--- src/design/smt_pkg.sv ---
// Constants for the signal measurement mode engine
package measure_pkg;
	// ----------------------------------------
	// Widths
	// ----------------------------------------
	localparam int DEF_CNT_W = 24;
	// ----------------------------------------
	// Register byte addresses
	// ----------------------------------------
	localparam logic [7:0] ADDR_CTRL = 8'h00;
	localparam logic [7:0] ADDR_STAT = 8'h04;
	localparam logic [7:0] ADDR_CNT = 8'h08;
	localparam logic [7:0] ADDR_LIMIT = 8'h0C;
	localparam logic [7:0] ADDR_CPW = 8'h10;
	localparam logic [7:0] ADDR_CPR = 8'h14;
	// ----------------------------------------
	// Control fields
	// ----------------------------------------
	localparam int CTRL_GO = 0;
	localparam int CTRL_REPEAT = 1;
	localparam int CTRL_MODE_LSB = 4;
	localparam int CTRL_HALT = 8;
	localparam int CTRL_SIG_POL = 9;
	localparam int CTRL_WIN_POL = 10;
	localparam int CTRL_RST = 16;
	localparam int CTRL_CPWUP = 17;
	localparam int CTRL_CPRUP = 18;
	// ----------------------------------------
	// Status fields
	// ----------------------------------------
	localparam int STAT_PM = 0;
	localparam int STAT_PW = 1;
	localparam int STAT_PR = 2;
	localparam int STAT_RUN = 4;
	localparam int STAT_WIN = 5;
	localparam int STAT_SIG = 6;
	// ----------------------------------------
	// Mode codes
	// ----------------------------------------
	localparam logic [3:0] MODE_TIMER = 4'h0;
	localparam logic [3:0] MODE_GTIMER = 4'h1;
	localparam logic [3:0] MODE_PDUTY = 4'h2;
	localparam logic [3:0] MODE_HILO = 4'h3;
	localparam logic [3:0] MODE_WMEAS = 4'h4;
	localparam logic [3:0] MODE_GWMEAS = 4'h5;
	localparam logic [3:0] MODE_TOF = 4'h6;
	localparam logic [3:0] MODE_CAPT = 4'h7;
	localparam logic [3:0] MODE_CNTR = 4'h8;
	localparam logic [3:0] MODE_GCNTR = 4'h9;
	localparam logic [3:0] MODE_WCNTR = 4'hA;
	// ----------------------------------------
	// Reset and load values
	// ----------------------------------------
	localparam logic [3:0] MODE_RST = 4'h0;
	localparam logic [31:0] LIMIT_RST = 32'h00FFFFFF;
	localparam logic [31:0] LOAD_ONE = 32'h00000001;
endpackage

--- src/design/signal_measurement_mode_engine.sv ---
// Mode engine of the signal measurement timer with a Wishbone register slave
// Operation
// - Single acquisition: on completion stop counting and clear run request.
// - Repeat acquisition: keep counting, new captures overwrite old ones.
// - Four-bit mode code picks one of eleven operations; codes above 1010 reserved.
// - Modes 0000-0111 use clock ticks; 1000-1010 count signal edges instead.
// - Timer mode: count every tick while running, no capture, inputs ignored.
// - Timer mode: counter equal to period limit resets counter, sets match flag.
// - Gated timer: count while signal active; signal fall captures pulse width.
// - Period/duty: signal fall captures width, signal rise captures period.
// - Period/duty: signal rise loads counter with one.
// - Period/duty single: completing signal rise clears run request.
// - High/low: start at rise; fall captures width, rise period, both reset.
// - Windowed measure: window rise captures period; repeat resets counter.
// - Gated windowed: count while signal high; later window rises capture, reset.
// - Time of flight: window rise starts; signal rise captures period, resets.
// - Time of flight: second window rise first captures width, then resets.
// - Capture: window rise to period, fall to width; captures never reset the counter.
// - Counter: count signal rises; window fall captures width.
// - Gated counter: count signal rises while window high; window fall captures.
// - Windowed counter: count from window rise; fall captures width, rise period.
// - Polarity bit one inverts the input: active low, falling edge.
// - Separate flags for width capture, period capture and period match.
// - Halt bit holds counter at limit on match, else counter returns to zero.
module signal_measurement_mode_engine
	import measure_pkg::*;
#(
	parameter int CNT_W = DEF_CNT_W
) (
	// Clock, reset, tick enable
	input wire logic ref_clk,
	input wire logic reset_n,
	input wire logic ce,
	// Wishbone slave
	input wire logic cyc_i,
	input wire logic stb_i,
	input wire logic we_i,
	input wire logic [7:0] adr_i,
	input wire logic [3:0] sel_i,
	input wire logic [31:0] dat_i,
	output logic [31:0] dat_o,
	output logic ack_o,
	// Measured inputs
	input wire logic measured_signal_input,
	input wire logic window_input,
	// Status outputs
	output logic run_active,
	output logic period_match_flag,
	output logic width_capture_flag,
	output logic period_capture_flag
);
	// ----------------------------------------
	// Elaboration check
	// ----------------------------------------
	if (CNT_W < 2 || CNT_W > 32) begin : g_bad_width
		$error("CNT_W must lie in 2..32");
	end

	function automatic logic [31:0] wmerge(input logic [31:0] old_v, input logic [31:0] new_v,
		input logic [3:0] sel);
		logic [31:0] r;
		r = old_v;
		for (int i = 0; i < 4; i++) begin
			if (sel[i]) begin
				r[i*8 +: 8] = new_v[i*8 +: 8];
			end
		end
		return r;
	endfunction

	// ----------------------------------------
	// State
	// ----------------------------------------
	logic go_q, repeat_q, halt_q, sig_pol_q, win_pol_q;
	logic [3:0] mode_q;
	logic [CNT_W-1:0] cnt_q, cnt_d, limit_q, cpw_q, cpr_q;
	logic pm_q, pw_q, pr_q, armed_q, armed_d;
	logic sig_s1_q, sig_s2_q, win_s1_q, win_s2_q, sig_prev_q, win_prev_q;
	logic ack_q;
	logic [31:0] dat_q;

	// ----------------------------------------
	// Bus decode
	// ----------------------------------------
	wire acc = cyc_i & stb_i;
	wire wr = acc & we_i & ack_q;
	wire wr_ctrl = wr & (adr_i == ADDR_CTRL);
	wire wr_stat = wr & (adr_i == ADDR_STAT);
	wire wr_cnt = wr & (adr_i == ADDR_CNT);
	wire wr_limit = wr & (adr_i == ADDR_LIMIT);
	wire [31:0] ctrl_rd = {21'h0, win_pol_q, sig_pol_q, halt_q, mode_q, 2'h0, repeat_q, go_q};
	wire [31:0] ctrl_new = wmerge(ctrl_rd, dat_i, sel_i);
	wire [31:0] stat_w1c = wmerge(32'h0, dat_i, sel_i);
	wire [31:0] cnt_new = wmerge(32'(cnt_q), dat_i, sel_i);
	wire [31:0] limit_new = wmerge(32'(limit_q), dat_i, sel_i);
	wire rst_req = wr_ctrl & ctrl_new[CTRL_RST];
	wire cpw_req = wr_ctrl & ctrl_new[CTRL_CPWUP];
	wire cpr_req = wr_ctrl & ctrl_new[CTRL_CPRUP];
	wire sw_cnt = wr_cnt | rst_req;

	// ----------------------------------------
	// Input conditioning
	// ----------------------------------------
	wire sig_lvl = sig_s2_q ^ sig_pol_q;
	wire win_lvl = win_s2_q ^ win_pol_q;
	wire sig_rise = sig_lvl & ~sig_prev_q;
	wire sig_fall = ~sig_lvl & sig_prev_q;
	wire win_rise = win_lvl & ~win_prev_q;
	wire win_fall = ~win_lvl & win_prev_q;
	wire [31:0] stat_rd = {25'h0, sig_lvl, win_lvl, go_q, 1'b0, pr_q, pw_q, pm_q};
	wire [31:0] rd_data = (adr_i == ADDR_CTRL) ? ctrl_rd :
		(adr_i == ADDR_STAT) ? stat_rd :
		(adr_i == ADDR_CNT) ? 32'(cnt_q) :
		(adr_i == ADDR_LIMIT) ? 32'(limit_q) :
		(adr_i == ADDR_CPW) ? 32'(cpw_q) :
		(adr_i == ADDR_CPR) ? 32'(cpr_q) : 32'h0;

	// ----------------------------------------
	// Mode decode
	// ----------------------------------------
	logic inc, cap_pw, cap_pr, clr, load1, done;
	wire mode_rsv = mode_q > MODE_WCNTR;
	wire match_hit = go_q & ~mode_rsv & (cnt_q == limit_q);

	always_comb begin
		inc = 1'b0;
		cap_pw = 1'b0;
		cap_pr = 1'b0;
		clr = 1'b0;
		load1 = 1'b0;
		done = 1'b0;
		armed_d = armed_q;
		case (mode_q)
			MODE_TIMER: begin
				inc = 1'b1;
			end
			MODE_GTIMER: begin
				inc = sig_lvl;
				cap_pw = sig_fall;
				done = sig_fall;
			end
			MODE_PDUTY: begin
				inc = 1'b1;
				cap_pw = sig_fall;
				cap_pr = sig_rise;
				load1 = sig_rise;
				done = sig_rise & armed_q;
				armed_d = armed_q | sig_rise;
			end
			MODE_HILO: begin
				inc = armed_q;
				cap_pw = sig_fall & armed_q;
				cap_pr = sig_rise & armed_q;
				clr = sig_rise | (sig_fall & armed_q);
				done = sig_rise & armed_q;
				armed_d = armed_q | sig_rise;
			end
			MODE_WMEAS: begin
				inc = 1'b1;
				cap_pr = win_rise;
				clr = win_rise & repeat_q;
				done = win_rise;
			end
			MODE_GWMEAS: begin
				inc = armed_q & sig_lvl;
				cap_pr = win_rise & armed_q;
				clr = win_rise;
				done = win_rise & armed_q;
				armed_d = armed_q | win_rise;
			end
			MODE_TOF: begin
				inc = armed_q;
				cap_pr = sig_rise & armed_q & ~win_rise;
				cap_pw = win_rise & armed_q;
				clr = win_rise | cap_pr;
				done = cap_pr;
				armed_d = win_rise | (armed_q & ~cap_pr);
			end
			MODE_CAPT: begin
				inc = 1'b1;
				cap_pr = win_rise;
				cap_pw = win_fall;
				done = win_rise | win_fall;
			end
			MODE_CNTR: begin
				inc = sig_rise;
				cap_pw = win_fall;
				done = win_fall;
			end
			MODE_GCNTR: begin
				inc = sig_rise & win_lvl;
				cap_pw = win_fall;
				done = win_fall;
			end
			MODE_WCNTR: begin
				inc = sig_rise & armed_q;
				cap_pw = win_fall & armed_q;
				cap_pr = win_rise & armed_q;
				clr = win_rise;
				done = win_rise & armed_q;
				armed_d = armed_q | win_rise;
			end
			default: begin
				inc = 1'b0;
			end
		endcase
		if (!go_q) begin
			inc = 1'b0;
			cap_pw = 1'b0;
			cap_pr = 1'b0;
			clr = 1'b0;
			load1 = 1'b0;
			done = 1'b0;
			armed_d = 1'b0;
		end
	end

	// Counter priority: software, then load, reset, match, increment
	always_comb begin
		cnt_d = cnt_q;
		if (wr_cnt) begin
			cnt_d = cnt_new[CNT_W-1:0];
		end else if (rst_req) begin
			cnt_d = '0;
		end else if (load1) begin
			cnt_d = LOAD_ONE[CNT_W-1:0];
		end else if (clr) begin
			cnt_d = '0;
		end else if (match_hit) begin
			cnt_d = halt_q ? cnt_q : '0;
		end else if (inc) begin
			cnt_d = cnt_q + 1'b1;
		end
	end

	wire set_pw = cap_pw | cpw_req;
	wire set_pr = cap_pr | cpr_req;

	// ----------------------------------------
	// Registers
	// ----------------------------------------
	always_ff @(posedge ref_clk) begin
		if (!reset_n) begin
			sig_s1_q <= 1'b0;
			sig_s2_q <= 1'b0;
			win_s1_q <= 1'b0;
			win_s2_q <= 1'b0;
			sig_prev_q <= 1'b0;
			win_prev_q <= 1'b0;
		end else if (ce) begin
			sig_s1_q <= measured_signal_input;
			sig_s2_q <= sig_s1_q;
			win_s1_q <= window_input;
			win_s2_q <= win_s1_q;
			sig_prev_q <= sig_lvl;
			win_prev_q <= win_lvl;
		end
	end

	always_ff @(posedge ref_clk) begin
		if (!reset_n) begin
			ack_q <= 1'b0;
			dat_q <= 32'h0;
		end else if (ce) begin
			ack_q <= acc & ~ack_q;
			dat_q <= rd_data;
		end
	end

	// Software set of the run request wins over a completion in the same cycle
	always_ff @(posedge ref_clk) begin
		if (!reset_n) begin
			go_q <= 1'b0;
			repeat_q <= 1'b0;
			mode_q <= MODE_RST;
			halt_q <= 1'b0;
			sig_pol_q <= 1'b0;
			win_pol_q <= 1'b0;
		end else if (ce) begin
			if (wr_ctrl) begin
				go_q <= ctrl_new[CTRL_GO];
				repeat_q <= ctrl_new[CTRL_REPEAT];
				mode_q <= ctrl_new[CTRL_MODE_LSB +: 4];
				halt_q <= ctrl_new[CTRL_HALT];
				sig_pol_q <= ctrl_new[CTRL_SIG_POL];
				win_pol_q <= ctrl_new[CTRL_WIN_POL];
			end else if (done && !repeat_q) begin
				go_q <= 1'b0;
			end
		end
	end

	always_ff @(posedge ref_clk) begin
		if (!reset_n) begin
			cnt_q <= '0;
			limit_q <= LIMIT_RST[CNT_W-1:0];
			cpw_q <= '0;
			cpr_q <= '0;
			armed_q <= 1'b0;
		end else if (ce) begin
			cnt_q <= cnt_d;
			armed_q <= armed_d;
			if (wr_limit) begin
				limit_q <= limit_new[CNT_W-1:0];
			end
			if (set_pw) begin
				cpw_q <= cnt_q;
			end
			if (set_pr) begin
				cpr_q <= cnt_q;
			end
		end
	end

	// Flags: a new event wins over a clear in the same cycle
	always_ff @(posedge ref_clk) begin
		if (!reset_n) begin
			pm_q <= 1'b0;
			pw_q <= 1'b0;
			pr_q <= 1'b0;
		end else if (ce) begin
			pm_q <= (pm_q & ~(wr_stat & stat_w1c[STAT_PM])) | match_hit;
			pw_q <= (pw_q & ~(wr_stat & stat_w1c[STAT_PW])) | set_pw;
			pr_q <= (pr_q & ~(wr_stat & stat_w1c[STAT_PR])) | set_pr;
		end
	end

	assign dat_o = dat_q;
	assign ack_o = ack_q;
	assign run_active = go_q;
	assign period_match_flag = pm_q;
	assign width_capture_flag = pw_q;
	assign period_capture_flag = pr_q;
endmodule

--- config.mk ---
export PLATFORM = sky130hd
export DESIGN_NAME = signal_measurement_mode_engine
export DESIGN_NICKNAME = d
export VERILOG_FILES = /design/src/design/smt_pkg.sv /design/src/design/signal_measurement_mode_engine.sv
export SDC_FILE = /design/constraint.sdc
export NUM_CORES = 1
export LEC_CHECK = 0
export BUFFER_PORTS_ARGS = -buffer_cell sky130_fd_sc_hd__buf_2
export CAP_MARGIN = 0
export CORE_MARGIN = 1
export CORE_UTILIZATION = 44
export DETAILED_ROUTE_END_ITERATION = 6
export HOLD_SLACK_MARGIN = 0.05
export PLACE_DENSITY_LB_ADDON = 0.05
export SLEW_MARGIN = 10
export SYNTH_ARGS = -nofsm -noshare
export SYNTH_HDL_FRONTEND = slang
export SYNTH_SLANG_ARGS = --single-unit
--- constraint.sdc ---
create_clock -name ref_clk -period 2.9 [get_ports ref_clk]
set_input_delay 0.145 -clock ref_clk [delete_from_list [all_inputs] [get_ports ref_clk]]
set_output_delay 0.145 -clock ref_clk [all_outputs]
set_load 0.05 [all_outputs]
* Word level (Yosys, flattened, before mapping) *
Index checks and enable logic that the tools add are counted.

word-level totals
  register bits after elaboration = 148
  latch bits = 0
  RAM bits = 0
  memory bits (read-only) = 0
  input port bits = 52
  output and inout port bits = 37
  word-level logic and storage cells = 167
  memories kept = 0

operators by class
  add/subtract/negate cells = 1
  multiply operators = 0
  divide/modulo/power cells = 0
  $lt $le $gt $ge = 1
  equal/unequal tests = 22
  shifts and indexed selects = 0
  mux-type cells = 35
  bitwise logic cells = 56
  reductions and logical operators = 26

operator list
  operator                                       number
  2-to-1 mux 24 bit                              13
  AND 1 bit                                      32
  adder 24 x 1 -> 24 bit, second input constant  1
  == test 24 bit                                 1
  2-to-1 mux 8 bit                               3
  AND reduction 3 bit                            6
  == test 4 x 3 -> 1 bit, second input constant  4
  == test 8 x 4 -> 1 bit, second input constant  2
  == test 8 x 5 -> 1 bit, second input constant  2
  one-hot mux 1 bit (7 select lines)             2
  == test 4 bit, second input constant           3
  AND reduction 4 bit                            3
  OR reduction 2 bit                             6
  2-to-1 mux 1 bit                               11
  NOT 1 bit                                      11
  bitwise OR 1 bit                               11
  one-hot mux 1 bit (5 select lines)             2
  == test 4 x 2 -> 1 bit, second input constant  2
  == test 8 x 3 -> 1 bit, second input constant  1
  zero test 8 bit                                1
  inequality test 2 bit, second input constant   4
  2-to-1 mux 3 bit                               2
  inequality test 6 bit, second input constant   1
  AND reduction 2 bit                            3
  other kinds (13)                               14

* Logic depth before layout (Yosys ltp) *
  depth in word-level cells = 11
  mapped depth = 12
  gate-level depth less buffers = 10

* Worst setup path after synthesis *
No wires, ideal clock.

  path kind = register -> register
  from = register win_pol_q
  to = register cpr_q[18]
  library setup time = 129 ps
  arrival time = 2324 ps
  data required time = 2771 ps
  slack = 448 ps
  cell stages (with the launch flop) = 13
  path buffers = 2
  period minus slack after synthesis = 2452 ps
  cells stage by stage = dfxtp_1 -> xnor2_1 -> inv_1 -> ha_1 -> or3b_2 -> nor4_1 -> o21ai_0 -> a31oi_1 -> a31oi_1 -> buf_2 -> buf_2 -> nand3_1 -> o21ai_0

between the ends
  longest elaborated chain between the ends = 8
  elaborated cells between the ends (all ways) = 9
  those cells by class = mux (2); bitwise (6); reduce/logical (1)

ends and longest elaborated chain
  item                                    line                                   RTL
  start, declared                         signal_measurement_mode_engine.sv:74   logic go_q, repeat_q, halt_q, sig_pol_q, win_pol_q;
  start signal, assigned                  signal_measurement_mode_engine.sv:286  win_pol_q <= ctrl_new[CTRL_WIN_POL];
  bitwise XOR 1 bit (*)                   signal_measurement_mode_engine.sv:105  wire win_lvl = win_s2_q ^ win_pol_q;
  via win_lvl                             signal_measurement_mode_engine.sv:105
  AND 1 bit (*)                           signal_measurement_mode_engine.sv:108  wire win_rise = win_lvl & ~win_prev_q;
  NOT 1 bit                               signal_measurement_mode_engine.sv:173  cap_pr = sig_rise & armed_q & ~win_rise;
  AND 1 bit                               signal_measurement_mode_engine.sv:173
  one-hot mux 1 bit (5 select lines) (*)  signal_measurement_mode_engine.sv:133  case (mode_q)
  2-to-1 mux 1 bit (*)                    signal_measurement_mode_engine.sv:207  if (!go_q) begin
  bitwise OR 1 bit (*)                    signal_measurement_mode_engine.sv:237  wire set_pr = cap_pr | cpr_req;
  AND reduction 2 bit (no line) (*)       n/a
  end signal, assigned                    signal_measurement_mode_engine.sv:310  cpr_q <= cnt_q;
  end, declared                           signal_measurement_mode_engine.sv:76   logic [CNT_W-1:0] cnt_q, cnt_d, limit_q, cpw_q, cpr_q;

The timed path passes the listed nets; every way through them passes the cells marked *.
A chain may end at the register's enable or synchronous reset.

* Worst setup path after layout *
  from = register win_s2_q
  to = register cpr_q[10]

between the ends
  longest elaborated chain between the ends = 8
  elaborated cells between the ends (all ways) = 9
  those cells by class = mux (2); bitwise (6); reduce/logical (1)

ends and longest elaborated chain
  item                                    line                                   RTL
  start, declared                         signal_measurement_mode_engine.sv:78   logic sig_s1_q, sig_s2_q, win_s1_q, win_s2_q, sig_prev_q, win_prev_q;
  start signal, assigned                  signal_measurement_mode_engine.sv:254  win_s2_q <= win_s1_q;
  bitwise XOR 1 bit (*)                   signal_measurement_mode_engine.sv:105
  via win_lvl                             signal_measurement_mode_engine.sv:105
  AND 1 bit (*)                           signal_measurement_mode_engine.sv:108
  NOT 1 bit                               signal_measurement_mode_engine.sv:173
  AND 1 bit                               signal_measurement_mode_engine.sv:173
  one-hot mux 1 bit (5 select lines) (*)  signal_measurement_mode_engine.sv:133
  2-to-1 mux 1 bit (*)                    signal_measurement_mode_engine.sv:207
  bitwise OR 1 bit (*)                    signal_measurement_mode_engine.sv:237
  AND reduction 2 bit (no line) (*)       n/a

Marked as above.

==> summary.md <==
| Metric | Value |
|---|---|
| Setup crit end kind | flop |
| Post-route ant nets | 0 |
| Post-synth ARST share | 0% |
| Via/cell ratio | 6.02 |
| Std-Cell Rows | 47 |
| Core Area | 0.0168 mm2 |
| IO Count | 89 |
| Ys Warns | 0 |
| Main synth FF type | dfxtp_1 |
| Starting Density | 45.5% |
| Largest net degree at the start of global routing | 68 |
| Final TNS setup | 0 ps |
| RSZ-0062 raised after global routing | no |
| Num Clock Sinks | 140 |
| Crit path DAT | 3040 ps |
| Top-area cell type share of the netlist area | 36.8% |
| GPL Wtd Cong | 0.921 |
| Post-DP HPWL | 18,200 um |
| Flops & latches, synth | 140 |
| Crit path kind | flop to flop |
| HP Class | input pin to flop |
| Longest Clk Path Bufs | 2 |
| Worst skew pair latency | 430 ps |
| Syn avg cell area | 8.20 um2 |
| Nets@finish | 1,068 |
| Vias | 7,500 |
| H-tree Lvls | 4 |
| Drt total wl | 25,700 um |
| Slowest cell on crit path | or3b_2 |
| NetSw | 1.11 mW |
| CTS Buf Count | 17 |
| Internal | 3.43 mW |
| Number of synthesized flops with an enable pin | 0 |
| Setup violations, final | 0 |
| Crit Path Max Fanout | 27 |
| DR WL/cell | 20.7 um |
| Number of antenna violations at the first check in global routing | 0 |
| DR iter-0 viols | 753 |
| Cell area after synthesis | 0.00763 mm2 |
| Synth unique cells | 78 |
| Top cells by area, synth | dfxtp_1 (37%), mux2i_1 (8.4%), nand2_1 (5.8%) |
| Root Buffer | clkbuf_16 |
| Crit-path leading delay family | simple AND/OR/NAND/NOR gates |
| Final Cycle Share | 94.2% |
| Net Sw Frac | 24.5% |
| Die Outline Area | 0.0179 mm2 |
| Pwr Density | 496 mW/mm2 |
| Final Hold Vio Count | 0 |
| Largest area contributor in the netlist | dfxtp_1 |
| Worst path bufs/invs | 3 |
| Die width | 134 um |
| Sequential power share | 42.6% |
| Total of max-cap violations | 0 |
| Clock power share | 51.6% |
| Synthesis-to-finish area growth | 20.3% |
| Fin crit period | 2730 ps |
| Leakage | 3.70 nW |
| Global route total overflow | 0 |
| Count leader, synth | dfxtp_1 |
| Comb power frac | 5.8% |
| Fin. max-slew vios | 0 |
| Iteration count of the initial detailed-routing pass | 6 |
| Critical Path RT | 3210 ps |
| I/O Buffers | 71 |
| Cell count after synthesis | 930 |
| Fillcell total | 1,590 |
| Top cells by count, synth | dfxtp_1 (140), nand2_1 (117), nor2_1 (88) |
| Critical-path cell list | xnor2_2, inv_1, ha_1, or3b_2, nor4_1, o21ai_1, a31oi_2, buf_4, a31oi_4, buf_12, nand3_1, o21ai_0 |
| First-pass GRT wire length | 39,900 um |
| Tot GR Track Use | 29.5% |
| Final hold slack | 68.0 ps |
| Outcome | complete, no violations |
| Final core utilization | 54.8% |
| Max Clk Rate | 366 MHz |
| Peak VDD IR | 0.440 mV |
| DRC viols | 0 |
| Layout cells sized above 1 | 17.6% |
| Critical Path Max Stage Delay | 460 ps |
| Post-synthesis sequential area ratio | 36.8% |
| Normalized max-slew margin | 30.1% |
| Worst-Margin Slew | 1040 ps |
| Startpoint type of the worst setup path | flop |
| Vias in the first global route | 6,996 |
| Clk slew on worst S/H paths | 60 ps |
| Die Ht | 134 um |
| CTS tree | built |
| Setup Skew | 8.12 ps |
## final timing paths
path         cells past startpoint          end  startpoint  slack, ps
max                             12    cpr_q[10]    win_s2_q        170
min                              3  limit_q[16]   dat_i[16]         70
max reg2reg                     12    cpr_q[10]    win_s2_q        170
min reg2reg                      2    dat_o[21]   dat_o[21]        450
## repair_timing
action	4_1_cts	5_1_grt
hold buffers	27	0
resized for setup	0	4
endpoints found under the setup margin	0	25
buffers inserted	0	1
hold endpoints to repair	35	0
## flip-flops by register name (all words and copies together), names as in the netlist, 4 cells and up
register and cells:
limit_q 24, cpw_q 24, mode_q 4, cpr_q 24, cnt_q 24, dat_o 24
## per-layer routing
layer | vias up | track usage (%) | part of all wire, %
met5 | - | 0 | 0
met2 | 339 | 44.8 | 44
met1 | 3607 | 42.7 | 47
li1 | 3524 | - | -
met3 | 30 | 5.18 | 7.3
met4 | 0 | 8.33 | 1.6
## cells by family (layout without fill, tap and decap cells)
logic type / count (synthesis) / count (layout) / share of synthesized area, %
AO/OA/AOI/OAI: 203 / 203 / 19.4
XOR/XNOR: 37 / 37 / 4.50
adder cells (fa/ha/maj): 4 / 4 / 0.656
buffers and inverters: 107 / 195 / 6.71
flip-flops: 140 / 140 / 36.8
multiplexers: 64 / 64 / 8.40
other: 1 / 9 / 0.0492
AND/OR/NAND/NOR: 374 / 374 / 23.6
## placed cells by master (no fill, tap or decap), types with 4 or more instances in the layout
| master | n |
|---|---|
| and3_1 | 12 |
| a21oi_1 | 29 |
| mux2i_1 | 64 |
| a211oi_2 | 5 |
| clkbuf_16 | 17 |
| o211ai_1 | 5 |
| buf_2 | 71 |
| conb_1 | 8 |
| a221oi_1 | 17 |
| a31oi_1 | 8 |
| nor2_1 | 88 |
| nor4_1 | 4 |
| o22ai_1 | 5 |
| xnor2_1 | 30 |
| o32a_1 | 4 |
| nand2_1 | 117 |
| inv_1 | 18 |
| nand3_1 | 83 |
| dlygate4sd3_1 | 27 |
| nand4_1 | 13 |
| o21ai_0 | 49 |
| xor2_1 | 5 |
| a211oi_1 | 13 |
| a22oi_1 | 11 |
| a31o_1 | 4 |
| a221o_1 | 7 |
| o31ai_1 | 7 |
| ha_1 | 4 |
| dfxtp_1 | 139 |
| o32ai_1 | 6 |
| nor3_1 | 16 |
| nand2b_1 | 6 |
| buf_4 | 42 |
## worst register-to-register path, cell delays in order (launching register included)
cell	delay (ps)
dfxtp_1	350
xnor2_2	250
inv_1	110
ha_1	260
or3b_2	460
nor4_1	170
o21ai_1	140
a31oi_2	270
buf_4	170
a31oi_4	50
buf_12	190
nand3_1	110
o21ai_0	90
## power by group through the flow
| stage | combinational (mW) | clock, mW | sequential [mW] |
|---|---|---|---|
| floorplan | 0.130 | 0 | 1.99 |
| global placement | 0.227 | 0 | 1.98 |
| detailed placement | 0.230 | 0 | 1.98 |
| CTS | 0.258 | 2.37 | 1.94 |
| global route | 0.278 | 2.45 | 1.94 |
| finish | 0.263 | 2.35 | 1.94 |
## stage by stage
step                std cells  power (mW)  setup WS (ps)  instance area, um2
finish                   1246        4.55            169                9180
global placement         1185        2.21            124                8250
floorplan                 937        2.12            448                7650
detailed placement       1185        2.21           74.1                8250
global route             1245        4.67           33.0                9180
CTS                      1244        4.56           52.5                9150
## area by class of cell
| type | count | area (um2) | share of cell area [%] |
|---|---|---|---|
| inverter | 20 | 75.1 | 0.818 |
| tap | 220 | 275 | 3.00 |
| sequential | 140 | 2800 | 30.6 |
| clock inverter | 13 | 179 | 1.95 |
| timing repair buffer | 143 | 1000 | 10.9 |
| clock buffer | 19 | 453 | 4.94 |
| antenna | 1 | 2.50 | 0.0273 |
| multi-input combinational | 690 | 4390 | 47.8 |
(Power assumes the default switching activity.)
